[config.mk]
export PLATFORM = sky130hd
export DESIGN_NAME = sensor_diag_status
export DESIGN_NICKNAME = d
export VERILOG_FILES = /design/src/sdiag_pkg.sv /design/src/warn_timer_if.sv /design/src/sensor_diag_status.sv /design/src/warn_timer.sv
export SDC_FILE = /design/constraint.sdc
export NUM_CORES = 1
export LEC_CHECK = 0
export ABC_AREA = 1
export BUFFER_PORTS_ARGS = -buffer_cell sky130_fd_sc_hd__clkbuf_2
export CAP_MARGIN = 20
export CORE_MARGIN = 2
export CORE_UTILIZATION = 28
export CTS_CLUSTER_SIZE = 40
export DETAILED_ROUTE_END_ITERATION = 8
export PLACE_DENSITY = 0.51
export SYNTH_ARGS = -nofsm -noshare
export SYNTH_HDL_FRONTEND = slang
export SYNTH_SLANG_ARGS = --single-unit
[constraint.sdc]
create_clock -name CLK -period 1.9 [get_ports CLK]
set_clock_uncertainty 0.05 [all_clocks]
set_input_delay 0.095 -clock CLK [delete_from_list [all_inputs] [get_ports CLK]]
set_output_delay 0.095 -clock CLK [all_outputs]
set_load 0.1 [all_outputs]
[src/sdiag_pkg.sv]
/*
 * Constants for the status and diagnostic byte logic of a chained safety
 * sensor: bit positions of the three bytes, pin vector layout, timing.
 * Assumes a single 125 MHz clock and a synchronous active-high reset.
 */
package sdiag_pkg;
   // Response byte bit positions
   localparam int RSP_OUT_EN = 0;
   localparam int RSP_ACT = 1;
   localparam int RSP_INPUTS = 4;
   localparam int RSP_LIMIT = 5;
   localparam int RSP_WARN = 6;
   localparam int RSP_ERR = 7;
   // Diagnostic byte bit positions
   localparam int DG_OUT_A = 0;
   localparam int DG_OUT_B = 1;
   localparam int DG_CROSS = 2;
   localparam int DG_TEMP = 3;
   localparam int DG_ACT_BAD = 4;
   localparam int DG_INTERNAL = 5;
   localparam int DG_COMM = 6;
   // Request byte: error reset bit
   localparam int REQ_ERR_RESET = 7;
   // Pin vector layout, all pins pass the synchroniser
   localparam int PIN_IN_A = 0;
   localparam int PIN_IN_B = 1;
   localparam int PIN_ACT = 2;
   localparam int PIN_LIMIT = 3;
   localparam int PIN_ACT_BAD = 4;
   localparam int PIN_FLT_A = 5;
   localparam int PIN_FLT_B = 6;
   localparam int PIN_CROSS = 7;
   localparam int PIN_TEMP = 8;
   localparam int PIN_INTERNAL = 9;
   localparam int PIN_W = 10;
   // Byte reset value
   localparam logic [7:0] BYTE_RST = 8'h00;
   // Timing of the warning switch-off delay
   localparam longint unsigned CLK_PERIOD_NS = 8;
   localparam longint unsigned WARN_TIMEOUT_MIN = 30;
   localparam longint unsigned WARN_TIMEOUT_CYC =
      WARN_TIMEOUT_MIN * 60 * 1000000000 / CLK_PERIOD_NS;
   localparam int TMR_W = 38;
   localparam logic [TMR_W-1:0] TMR_ZERO = 38'h0;
   localparam logic [TMR_W-1:0] TMR_ONE = 38'h1;
endpackage

[src/warn_timer_if.sv]
/*
 * Carrier between the status logic and the warning delay timer.
 * Assumes both ends sit on the same clock.
 */
`timescale 1ns/1ps
interface warn_timer_if;
   logic warn_on; // Warning condition present, timer runs while high
   logic expired; // Level, delay has run out
   modport owner (output warn_on, input expired);
   modport timer (input warn_on, output expired);
endinterface

[src/sensor_diag_status.sv]
/*
 * Status and diagnostic bytes of a chained safety sensor. Encodes output,
 * actuator, input and limit state plus fault causes into the response and
 * warning/error bytes, latches errors, handles the error reset request and
 * switches the safety outputs off on error or on a long-standing warning, except while the link fault flag holds them.
 * Assumes sensor pins are asynchronous and the request byte and link
 * fault flag come from the serial link logic on the same clock.
 */
`timescale 1ns/1ps
module sensor_diag_status
   import sdiag_pkg::*;
#(
   parameter logic [TMR_W-1:0] WARN_CYCLES = WARN_TIMEOUT_CYC[TMR_W-1:0]
) (
   // Clock and reset
   input wire logic CLK,
   input wire logic SYS_RST,
   // Sensor pins, asynchronous
   input wire logic SAFETY_INPUT_A,
   input wire logic SAFETY_INPUT_B,
   input wire logic ACTUATOR_PRESENT,
   input wire logic ACTUATOR_IN_LIMIT,
   input wire logic ACTUATOR_BAD,
   input wire logic FAULT_OUT_A,
   input wire logic FAULT_OUT_B,
   input wire logic CROSS_WIRE,
   input wire logic OVER_TEMP,
   input wire logic INTERNAL_FAULT,
   // Serial link side, same clock
   input wire logic [7:0] REQUEST_BYTE,
   input wire logic REQUEST_VALID,
   input wire logic COMM_FAULT,
   output logic [7:0] RESPONSE_BYTE,
   output logic [7:0] WARNING_ERROR_BYTE,
   // Safety output enables
   output logic SAFETY_OUTPUT_A,
   output logic SAFETY_OUTPUT_B
);
   logic [PIN_W-1:0] pins; // Raw pin vector
   logic [PIN_W-1:0] meta_r; // First synchroniser stage, read by sync_r only
   logic [PIN_W-1:0] sync_r; // Synchronised pins
   logic req7_r; // Last seen error reset bit
   logic req_fall; // Error reset bit fell from one to zero
   logic act_prev_r; // Actuator state a cycle ago
   logic guard_open; // Actuator has just left, the guard was opened
   logic release_ev; // Guard closed again, outputs may release
   logic [3:0] ofault_r; // Latched output-side faults
   logic [3:0] ofault_nxt;
   logic err_r; // Latched error, outputs off
   logic err_nxt;
   logic err_cause; // Live error causes
   logic tmo_r; // Warning delay ran out
   logic warn; // Error warning present
   logic out_en_r; // Safety outputs enabled
   logic out_en_nxt;
   logic [7:0] rsp_r; // Response byte
   logic [7:0] diag_r; // Warning/error byte
   logic [7:0] diag_nxt;

   warn_timer_if tif ();

   // Pin vector, assembled once so the synchroniser is one register pair
   assign pins[PIN_IN_A] = SAFETY_INPUT_A;
   assign pins[PIN_IN_B] = SAFETY_INPUT_B;
   assign pins[PIN_ACT] = ACTUATOR_PRESENT;
   assign pins[PIN_LIMIT] = ACTUATOR_IN_LIMIT;
   assign pins[PIN_ACT_BAD] = ACTUATOR_BAD;
   assign pins[PIN_FLT_A] = FAULT_OUT_A;
   assign pins[PIN_FLT_B] = FAULT_OUT_B;
   assign pins[PIN_CROSS] = CROSS_WIRE;
   assign pins[PIN_TEMP] = OVER_TEMP;
   assign pins[PIN_INTERNAL] = INTERNAL_FAULT;

   // Two-stage synchroniser for every sensor pin
   always_ff @(posedge CLK) begin
      if (SYS_RST) begin
         meta_r <= '0;
         sync_r <= '0;
      end else begin
         meta_r <= pins;
         sync_r <= meta_r;
      end
   end

   // Edge history of the actuator, used for guard open and release
   always_ff @(posedge CLK) begin
      if (SYS_RST) begin
         act_prev_r <= 1'b0;
      end else begin
         act_prev_r <= sync_r[PIN_ACT];
      end
   end

   assign guard_open = act_prev_r && !sync_r[PIN_ACT];
   assign release_ev = !act_prev_r && sync_r[PIN_ACT];

   // request decode
   // Only bit 7 is looked at; the remaining request bits carry nothing.
   always_ff @(posedge CLK) begin
      if (SYS_RST) begin
         req7_r <= 1'b0;
      end else if (REQUEST_VALID) begin
         req7_r <= REQUEST_BYTE[REQ_ERR_RESET];
      end
   end

   assign req_fall = REQUEST_VALID && req7_r &&
      !REQUEST_BYTE[REQ_ERR_RESET];

   // output faults latch
   // Output faults cannot be seen to go away while outputs are off, so
   // they are held until the guard closes again; a new fault wins.
   always_comb begin
      ofault_nxt = ofault_r;
      if (release_ev) begin
         ofault_nxt = 4'h0;
      end
      ofault_nxt = ofault_nxt | {sync_r[PIN_TEMP], sync_r[PIN_CROSS],
         sync_r[PIN_FLT_B], sync_r[PIN_FLT_A]};
   end

   always_ff @(posedge CLK) begin
      if (SYS_RST) begin
         ofault_r <= 4'h0;
      end else begin
         ofault_r <= ofault_nxt;
      end
   end

   // Warning: any output-side fault or the link fault; runs the delay timer
   assign warn = |ofault_r || COMM_FAULT;
   assign tif.warn_on = warn && !err_r;

   warn_timer #(
      .CYCLES(WARN_CYCLES)
   ) u_timer (
      .clk(CLK),
      .rst(SYS_RST),
      .tif(tif)
   );

   // timeout latch
   // Cleared together with the error so a fresh warning restarts it.
   always_ff @(posedge CLK) begin
      if (SYS_RST) begin
         tmo_r <= 1'b0;
      end else if (tif.expired) begin
         tmo_r <= 1'b1;
      end else if (!err_r) begin
         tmo_r <= 1'b0;
      end
   end

   assign err_cause = sync_r[PIN_ACT_BAD] || sync_r[PIN_INTERNAL] ||
      tif.expired || (tmo_r && warn);

   // error latch
   // A cause present in the clearing cycle keeps the error set.
   always_comb begin
      err_nxt = err_r;
      if (!err_cause && (req_fall || guard_open)) begin
         err_nxt = 1'b0;
      end
      if (err_cause) begin
         err_nxt = 1'b1;
      end
   end

   always_ff @(posedge CLK) begin
      if (SYS_RST) begin
         err_r <= 1'b0;
      end else begin
         err_r <= err_nxt;
      end
   end

   // output hold
   // While the link is down the enable keeps its last value; this trades
   // reaction to the guard for stability as the behaviour demands.
   always_comb begin
      out_en_nxt = out_en_r;
      if (!COMM_FAULT) begin
         out_en_nxt = sync_r[PIN_ACT] && sync_r[PIN_IN_A] &&
            sync_r[PIN_IN_B] && !err_r;
      end
   end

   always_ff @(posedge CLK) begin
      if (SYS_RST) begin
         out_en_r <= 1'b0;
      end else begin
         out_en_r <= out_en_nxt;
      end
   end

   assign SAFETY_OUTPUT_A = out_en_r;
   assign SAFETY_OUTPUT_B = out_en_r;

   always_ff @(posedge CLK) begin
      if (SYS_RST) begin
         rsp_r <= BYTE_RST;
      end else begin
         rsp_r <= BYTE_RST;
         rsp_r[RSP_OUT_EN] <= out_en_r;
         rsp_r[RSP_ACT] <= sync_r[PIN_ACT];
         rsp_r[RSP_INPUTS] <= sync_r[PIN_IN_A] && sync_r[PIN_IN_B];
         rsp_r[RSP_LIMIT] <= sync_r[PIN_ACT] && sync_r[PIN_LIMIT];
         rsp_r[RSP_WARN] <= warn;
         rsp_r[RSP_ERR] <= err_r;
      end
   end

   always_comb begin
      diag_nxt = BYTE_RST;
      diag_nxt[DG_TEMP:DG_OUT_A] = ofault_r;
      diag_nxt[DG_INTERNAL] = sync_r[PIN_INTERNAL];
      if (err_r) begin
         diag_nxt[DG_ACT_BAD] = sync_r[PIN_ACT_BAD];
      end else begin
         diag_nxt[DG_COMM] = COMM_FAULT;
      end
   end

   always_ff @(posedge CLK) begin
      if (SYS_RST) begin
         diag_r <= BYTE_RST;
      end else begin
         diag_r <= diag_nxt;
      end
   end

   assign RESPONSE_BYTE = rsp_r;
   assign WARNING_ERROR_BYTE = diag_r;
endmodule

[src/warn_timer.sv]
/*
 * Delay timer for the error warning: counts while the warning stands and
 * flags expiry once the full delay has passed without rectification.
 * Assumes warn_on comes from logic on the same clock.
 */
`timescale 1ns/1ps
module warn_timer
   import sdiag_pkg::*;
#(
   parameter logic [TMR_W-1:0] CYCLES = WARN_TIMEOUT_CYC[TMR_W-1:0]
) (
   // Clock and reset
   input wire logic clk,
   input wire logic rst,
   // Owner side
   warn_timer_if.timer tif
);
   logic [TMR_W-1:0] cnt_r; // Cycles the warning has stood so far
   logic exp_r; // Expiry flag

   // delay count
   // Restarts whenever the warning drops, so only an unbroken warning
   // reaches expiry; the count saturates at the limit.
   always_ff @(posedge clk) begin
      if (rst || !tif.warn_on) begin
         cnt_r <= TMR_ZERO;
      end else if (cnt_r != CYCLES) begin
         cnt_r <= cnt_r + TMR_ONE;
      end
   end

   // Expiry level, registered for a clean output
   always_ff @(posedge clk) begin
      if (rst) begin
         exp_r <= 1'b0;
      end else begin
         exp_r <= tif.warn_on && (cnt_r == CYCLES - TMR_ONE ||
            cnt_r == CYCLES);
      end
   end

   assign tif.expired = exp_r;
endmodule

Yosys cells after proc, flatten, opt, wreduce, memory -nomap -nowiden. Cells that the tools add are included.

Register bits after elaboration: 84. Bits of input ports: 22. Output and inout port bits: 18. Logic and storage cells: 58.

Multiplexer cells: 5. Add/subtract/negate cells: 1. Equal/unequal tests: 4. Bitwise logic cells: 2. Reductions and logical operators: 30.

Operators with widths (count): 38-bit equality test, second input constant (2); 38-bit by 1-bit adder with 38-bit output, second input constant (1); 38-bit inequality test, second input constant (1); 1-bit logical AND (13); 1-bit logical OR (7); 1-bit logical NOT (6); 1-bit 2-to-1 mux (4); 4-bit 2-to-1 mux (1); 4-bit OR (1); 2-bit OR reduction (2); 4-bit OR reduction (1); 2-bit by 1-bit inequality test with 1-bit output, second input constant (1); 2-bit nonzero test (1); 1-bit NOT (1).

Logic depth before layout (Yosys ltp).
Depth in word-level cells: 8. Depth in mapped cells: 9.

By module. A second synthesis with hierarchy kept.

Cells, all modules: 537. Area total of the unflattened synthesis: 3641.0 sq um.

By module, submodules not included: warn_timer (seq. area each 780.7 sq um, area each 2366.0 sq um, instances 1, cells each 389); sensor_diag_status (seq. area each 820.8 sq um, area each 1275.0 sq um, instances 1, cells each 148).

Worst setup path before layout. OpenSTA, ideal clock, no wires.

Path kind: reg-to-output. Start: register out_en_r, in the netlist SAFETY_OUTPUT_A. End: output SAFETY_OUTPUT_B. Stages on the path, launching flop included: 2. Required time: 1.755 ns. Setup slack: 0.382 ns. Arrival: 1.373 ns. Cells stage by stage: dfxtp_1 > buf_4.

RTL lines: from (decl) (RTL line sensor_diag_status.sv:54) `logic out_en_r;`; from (signal assigned) (RTL line sensor_diag_status.sv:192) `out_en_r <= out_en_nxt;`; to (decl) (RTL line sensor_diag_status.sv:37) `output logic SAFETY_OUTPUT_B`.

No word-level cell between the ends.

Worst setup path in the final report.
Start: register u_timer.cnt_r[0]. End: register u_timer.cnt_r[36].

Longest elaborated chain between the ends: 1. Elaborated cells on any way between the ends: 2. Those cells by class: add/sub: 1; eq/ne: 1.

Ends and longest elaborated chain: from (decl) (RTL line warn_timer.sv:18) `logic [TMR_W-1:0] cnt_r;`; from (signal assigned) (RTL line warn_timer.sv:28) `cnt_r <= cnt_r + TMR_ONE;`; 38-bit by 1-bit adder with 38-bit output / 38-bit inequality test (equally long branches) (RTL line warn_timer.sv:28, warn_timer.sv:27).

Several ways; a longest one is shown, not always the timed one. A chain may end at the register's enable or synchronous reset.

==> metrics.md <==
| Metric | Value |
|---|---|
| Diode count | 0 |
| Reg-to-reg critical path startpoint | u_timer.cnt_r[0] |
| Fin crit period | 1730 ps |
| Vias | 3283 |
| Initial antenna violation count | 0 |
| FF-to-FF End | u_timer.cnt_r[36] |
| Slew Viols, Final | 0 |
| Synthesized cell area | 3600 um^2 |
| Hold_buf cts | 14 |
| Worst-Skew Late Latency | 340 ps |
| WL met1 | 4250 um |
| Final Hold Viols | 0 |
| Post-CTS Setup Repair Bufs | 0 |
| Uppermost routed layer | met4 |
| Worst-margin pin slew | 550 ps |
| Root Buffer | clkbuf_16 |
| Crit Path Max Fanout | 7 |
| Layout cell share with drive strength beyond 1 | 14.0% |
| Clk sinks | 80 |
| Post-Synthesis Cells | 526 |
| Crit path capture | u_timer.cnt_r[36] |
| Filler cell count | 1339 |
| Largest cells by area after synthesis | dfxtp_1, nand2_1, nor2_1 |
| Total track usage | 13.5% |
| Io pins | 40 |
| Leak | 1.60 nW |
| Post-CTS Resized | 0 |
| Number of synthesized flops with an enable pin | 0 |
| Reg2Reg Setup Slack | 170 ps |
| DRC violations left | 0 |
| Antenna viol nets, final | 0 |
| Worst Reg2Reg Path Length in Cells | 7 |
| Area Growth Syn to Fin | 22.2% |
| Max-cap violations | 0 |
| Top cell type by total area after synthesis | dfxtp_1 |
| Count leader, synth | nand2_1 |
| Critical Path Start | u_timer.cnt_r[0] |
| Worst slack, placed | 179 ps |
| Slew margin rel. | 63.5% |
| Final wirelength | 8860 um |
| Synth top cells by count | nand2_1, nor2_1, dfxtp_1, inv_1, a21oi_1 |
| Yosys top cell area share | 44.5% |
| Ys Warns | 0 |
| Status | finished clean |
| FF+latch count, synth | 80 |
| Mean Syn Cell Area | 6.84 um^2 |
| Nets | 598 |
| Cell total after placement | 721 |
| WL met2 | 4080 um |
| Worst IR drop on VDD | 0.000674 V |
| Largest net degree at the start of global routing | 39 |
| Die extent in x | 117 um |
| CTS clk-pin slew, worst paths | 60 ps |
| FMAX | 0.579 GHz |
| Final cycle utilization of the critical path | 90.8% |
| Setup tns final | 0 ps |
| Die height | 117 um |
| Crit path required time | 2110 ps |
| Fin util | 35.0% |
| Routability Congestion | 0.879 |
| Max Buffers Root-to-Sink | 2 |
| Wire length per cell | 11.8 um |
| Pre-antenna DRT Iters | 5 |
| Std cell rows | 41 |
| Post-synth top flop | dfxtp_1 |
| RSZ-0062 raised after global routing | false |
| Worst setup SP type | flip-flop |
| WP data arrival | 1930 ps |
| Hold Path Class | in2reg |
| Global-route wire length before repair | 15000 um |
| Crit. End Element | flip-flop |
| Initial Util | 28.6% |
| Core area | 12600 um^2 |
| Sequential cell area fraction in the yosys report | 44.5% |
| I/O Buffers | 29 |
| Worst setup slack after layout | 174 ps |
| GRT overflow | 0 |
| Setup violations, final | 0 |
| Met3 WL | 330 um |
| Die outline area | 13800 um^2 |
| Post-route insts no fill | 751 |
| Asr flop ratio synth | 0% |
| Num CTS Buffers | 9 |
| DR vias/cell | 4.37 |
| Crit path kind | reg2reg |
| Synth cell types | 31 |
| Hold slack final | 136 ps |
| Hpwl dp | 6600 um |
| CTS H-tree depth | 3 |
| Cell Pwr Density | 892 nW/um^2 |
| CTS tree | built |
| Initial drt markers | 235 |
| Vias in the first global route | 3150 |
metal layers:
metal  vias up  global-route usage (%)
met1      1484                    17.1
met2        54                    22.5
met4         0                    4.89
li1       1731                       -
met3        14                    3.16
met5         -                       0
metrics by stage:
stage / total power [mW] / area (um^2)
final: 3.92 / 4390
after global routing: 4.06 / 4390
after CTS: 3.98 / 4390
after detailed placement: 2.01 / 3920
after global placement: 2.01 / 3920
after floorplan: 1.96 / 3600
worst max-delay path, stage by stage, from the launching register on:
cell      delay [ps]
dfxtp_1          480
ha_1             290
nand3_2          140
inv_2            110
nand3_2          120
nor2_2           190
nand3b_1         100
a21oi_1          160
where the power goes:
| part | switching [mW] | leakage [nW] | internal (mW) |
|---|---|---|---|
| combinational | 0.182 | 0.788 | 0.0698 |
| clock | 0.747 | 0.164 | 1.18 |
| sequential | 0.0228 | 0.651 | 1.72 |
| total | 0.952 | 1.60 | 2.97 |
placed cells by master (no fill, tap or decap), types with 2 or more instances in the layout:
cell type / netlist / routed
clkbuf_2: 0 / 29
inv_2: 4 / 4
inv_8: 0 / 2
nor3_1: 7 / 7
buf_4: 6 / 5
nand4_1: 7 / 7
nor2_2: 10 / 10
nand3b_1: 4 / 4
ha_1: 2 / 2
nand2_1: 119 / 119
conb_1: 1 / 3
clkbuf_16: 0 / 9
bufinv_16: 0 / 2
o21ai_0: 17 / 17
nor2_4: 3 / 3
nand3_1: 25 / 25
a21oi_1: 36 / 36
nand2_2: 5 / 5
inv_6: 0 / 2
a21oi_2: 2 / 2
inv_1: 59 / 59
dlygate4sd3_1: 0 / 14
nor3_2: 2 / 2
nand3_2: 4 / 4
dfxtp_1: 80 / 80
and3_1: 2 / 2
nor2_1: 118 / 118
registers in the layout, indices dropped and copies added (netlist names):
name                 flops
WARNING_ERROR_BYTE       7
tmo_r                    1
ofault_r                 4
err_r                    1
u_timer.cnt_r           38
meta_r                  10
req7_r                   1
SAFETY_OUTPUT_A          1
u_timer.tif.expired      1
sync_r                  10
RESPONSE_BYTE            6
kinds of logic (layout without fill, tap and decap cells):
| logic type | Yosys count | after routing | share of synthesized area, % |
|---|---|---|---|
| simple gates | 309 | 309 | 37.3 |
| flops | 80 | 80 | 44.5 |
| compound gates | 57 | 57 | 8.25 |
| buf+inv | 76 | 127 | 8.84 |
| fa+ha+maj | 2 | 2 | 0.696 |
| other cells | 1 | 3 | 0.104 |
| xor+xnor | 1 | 1 | 0.244 |
worst min-delay path by stage:
stage,startpoint,to,slack (ps),depth (start not counted)
3_3_place_gp,FAULT_OUT_B,meta_r[6],240,3
2_1_floorplan,SYS_RST,RESPONSE_BYTE[4],130,1
5_1_grt,REQUEST_BYTE[7],err_r,170,5
4_1_cts,REQUEST_BYTE[7],err_r,120,5
3_5_place_dp,ACTUATOR_IN_LIMIT,meta_r[3],240,3
6_report,REQUEST_BYTE[7],err_r,140,5
area by class of cell:
class / count / area (um^2) / area share, %
clock inverters: 7 / 109 / 2.48
repair buffers: 48 / 323 / 7.35
inverters: 63 / 236 / 5.38
flip-flops and latches: 80 / 1600 / 36.4
clock buffers: 9 / 225 / 5.13
multi-input cells: 372 / 1680 / 38.3
well taps: 172 / 215 / 4.90
No activity file was read; power rests on OpenSTA's default activity.
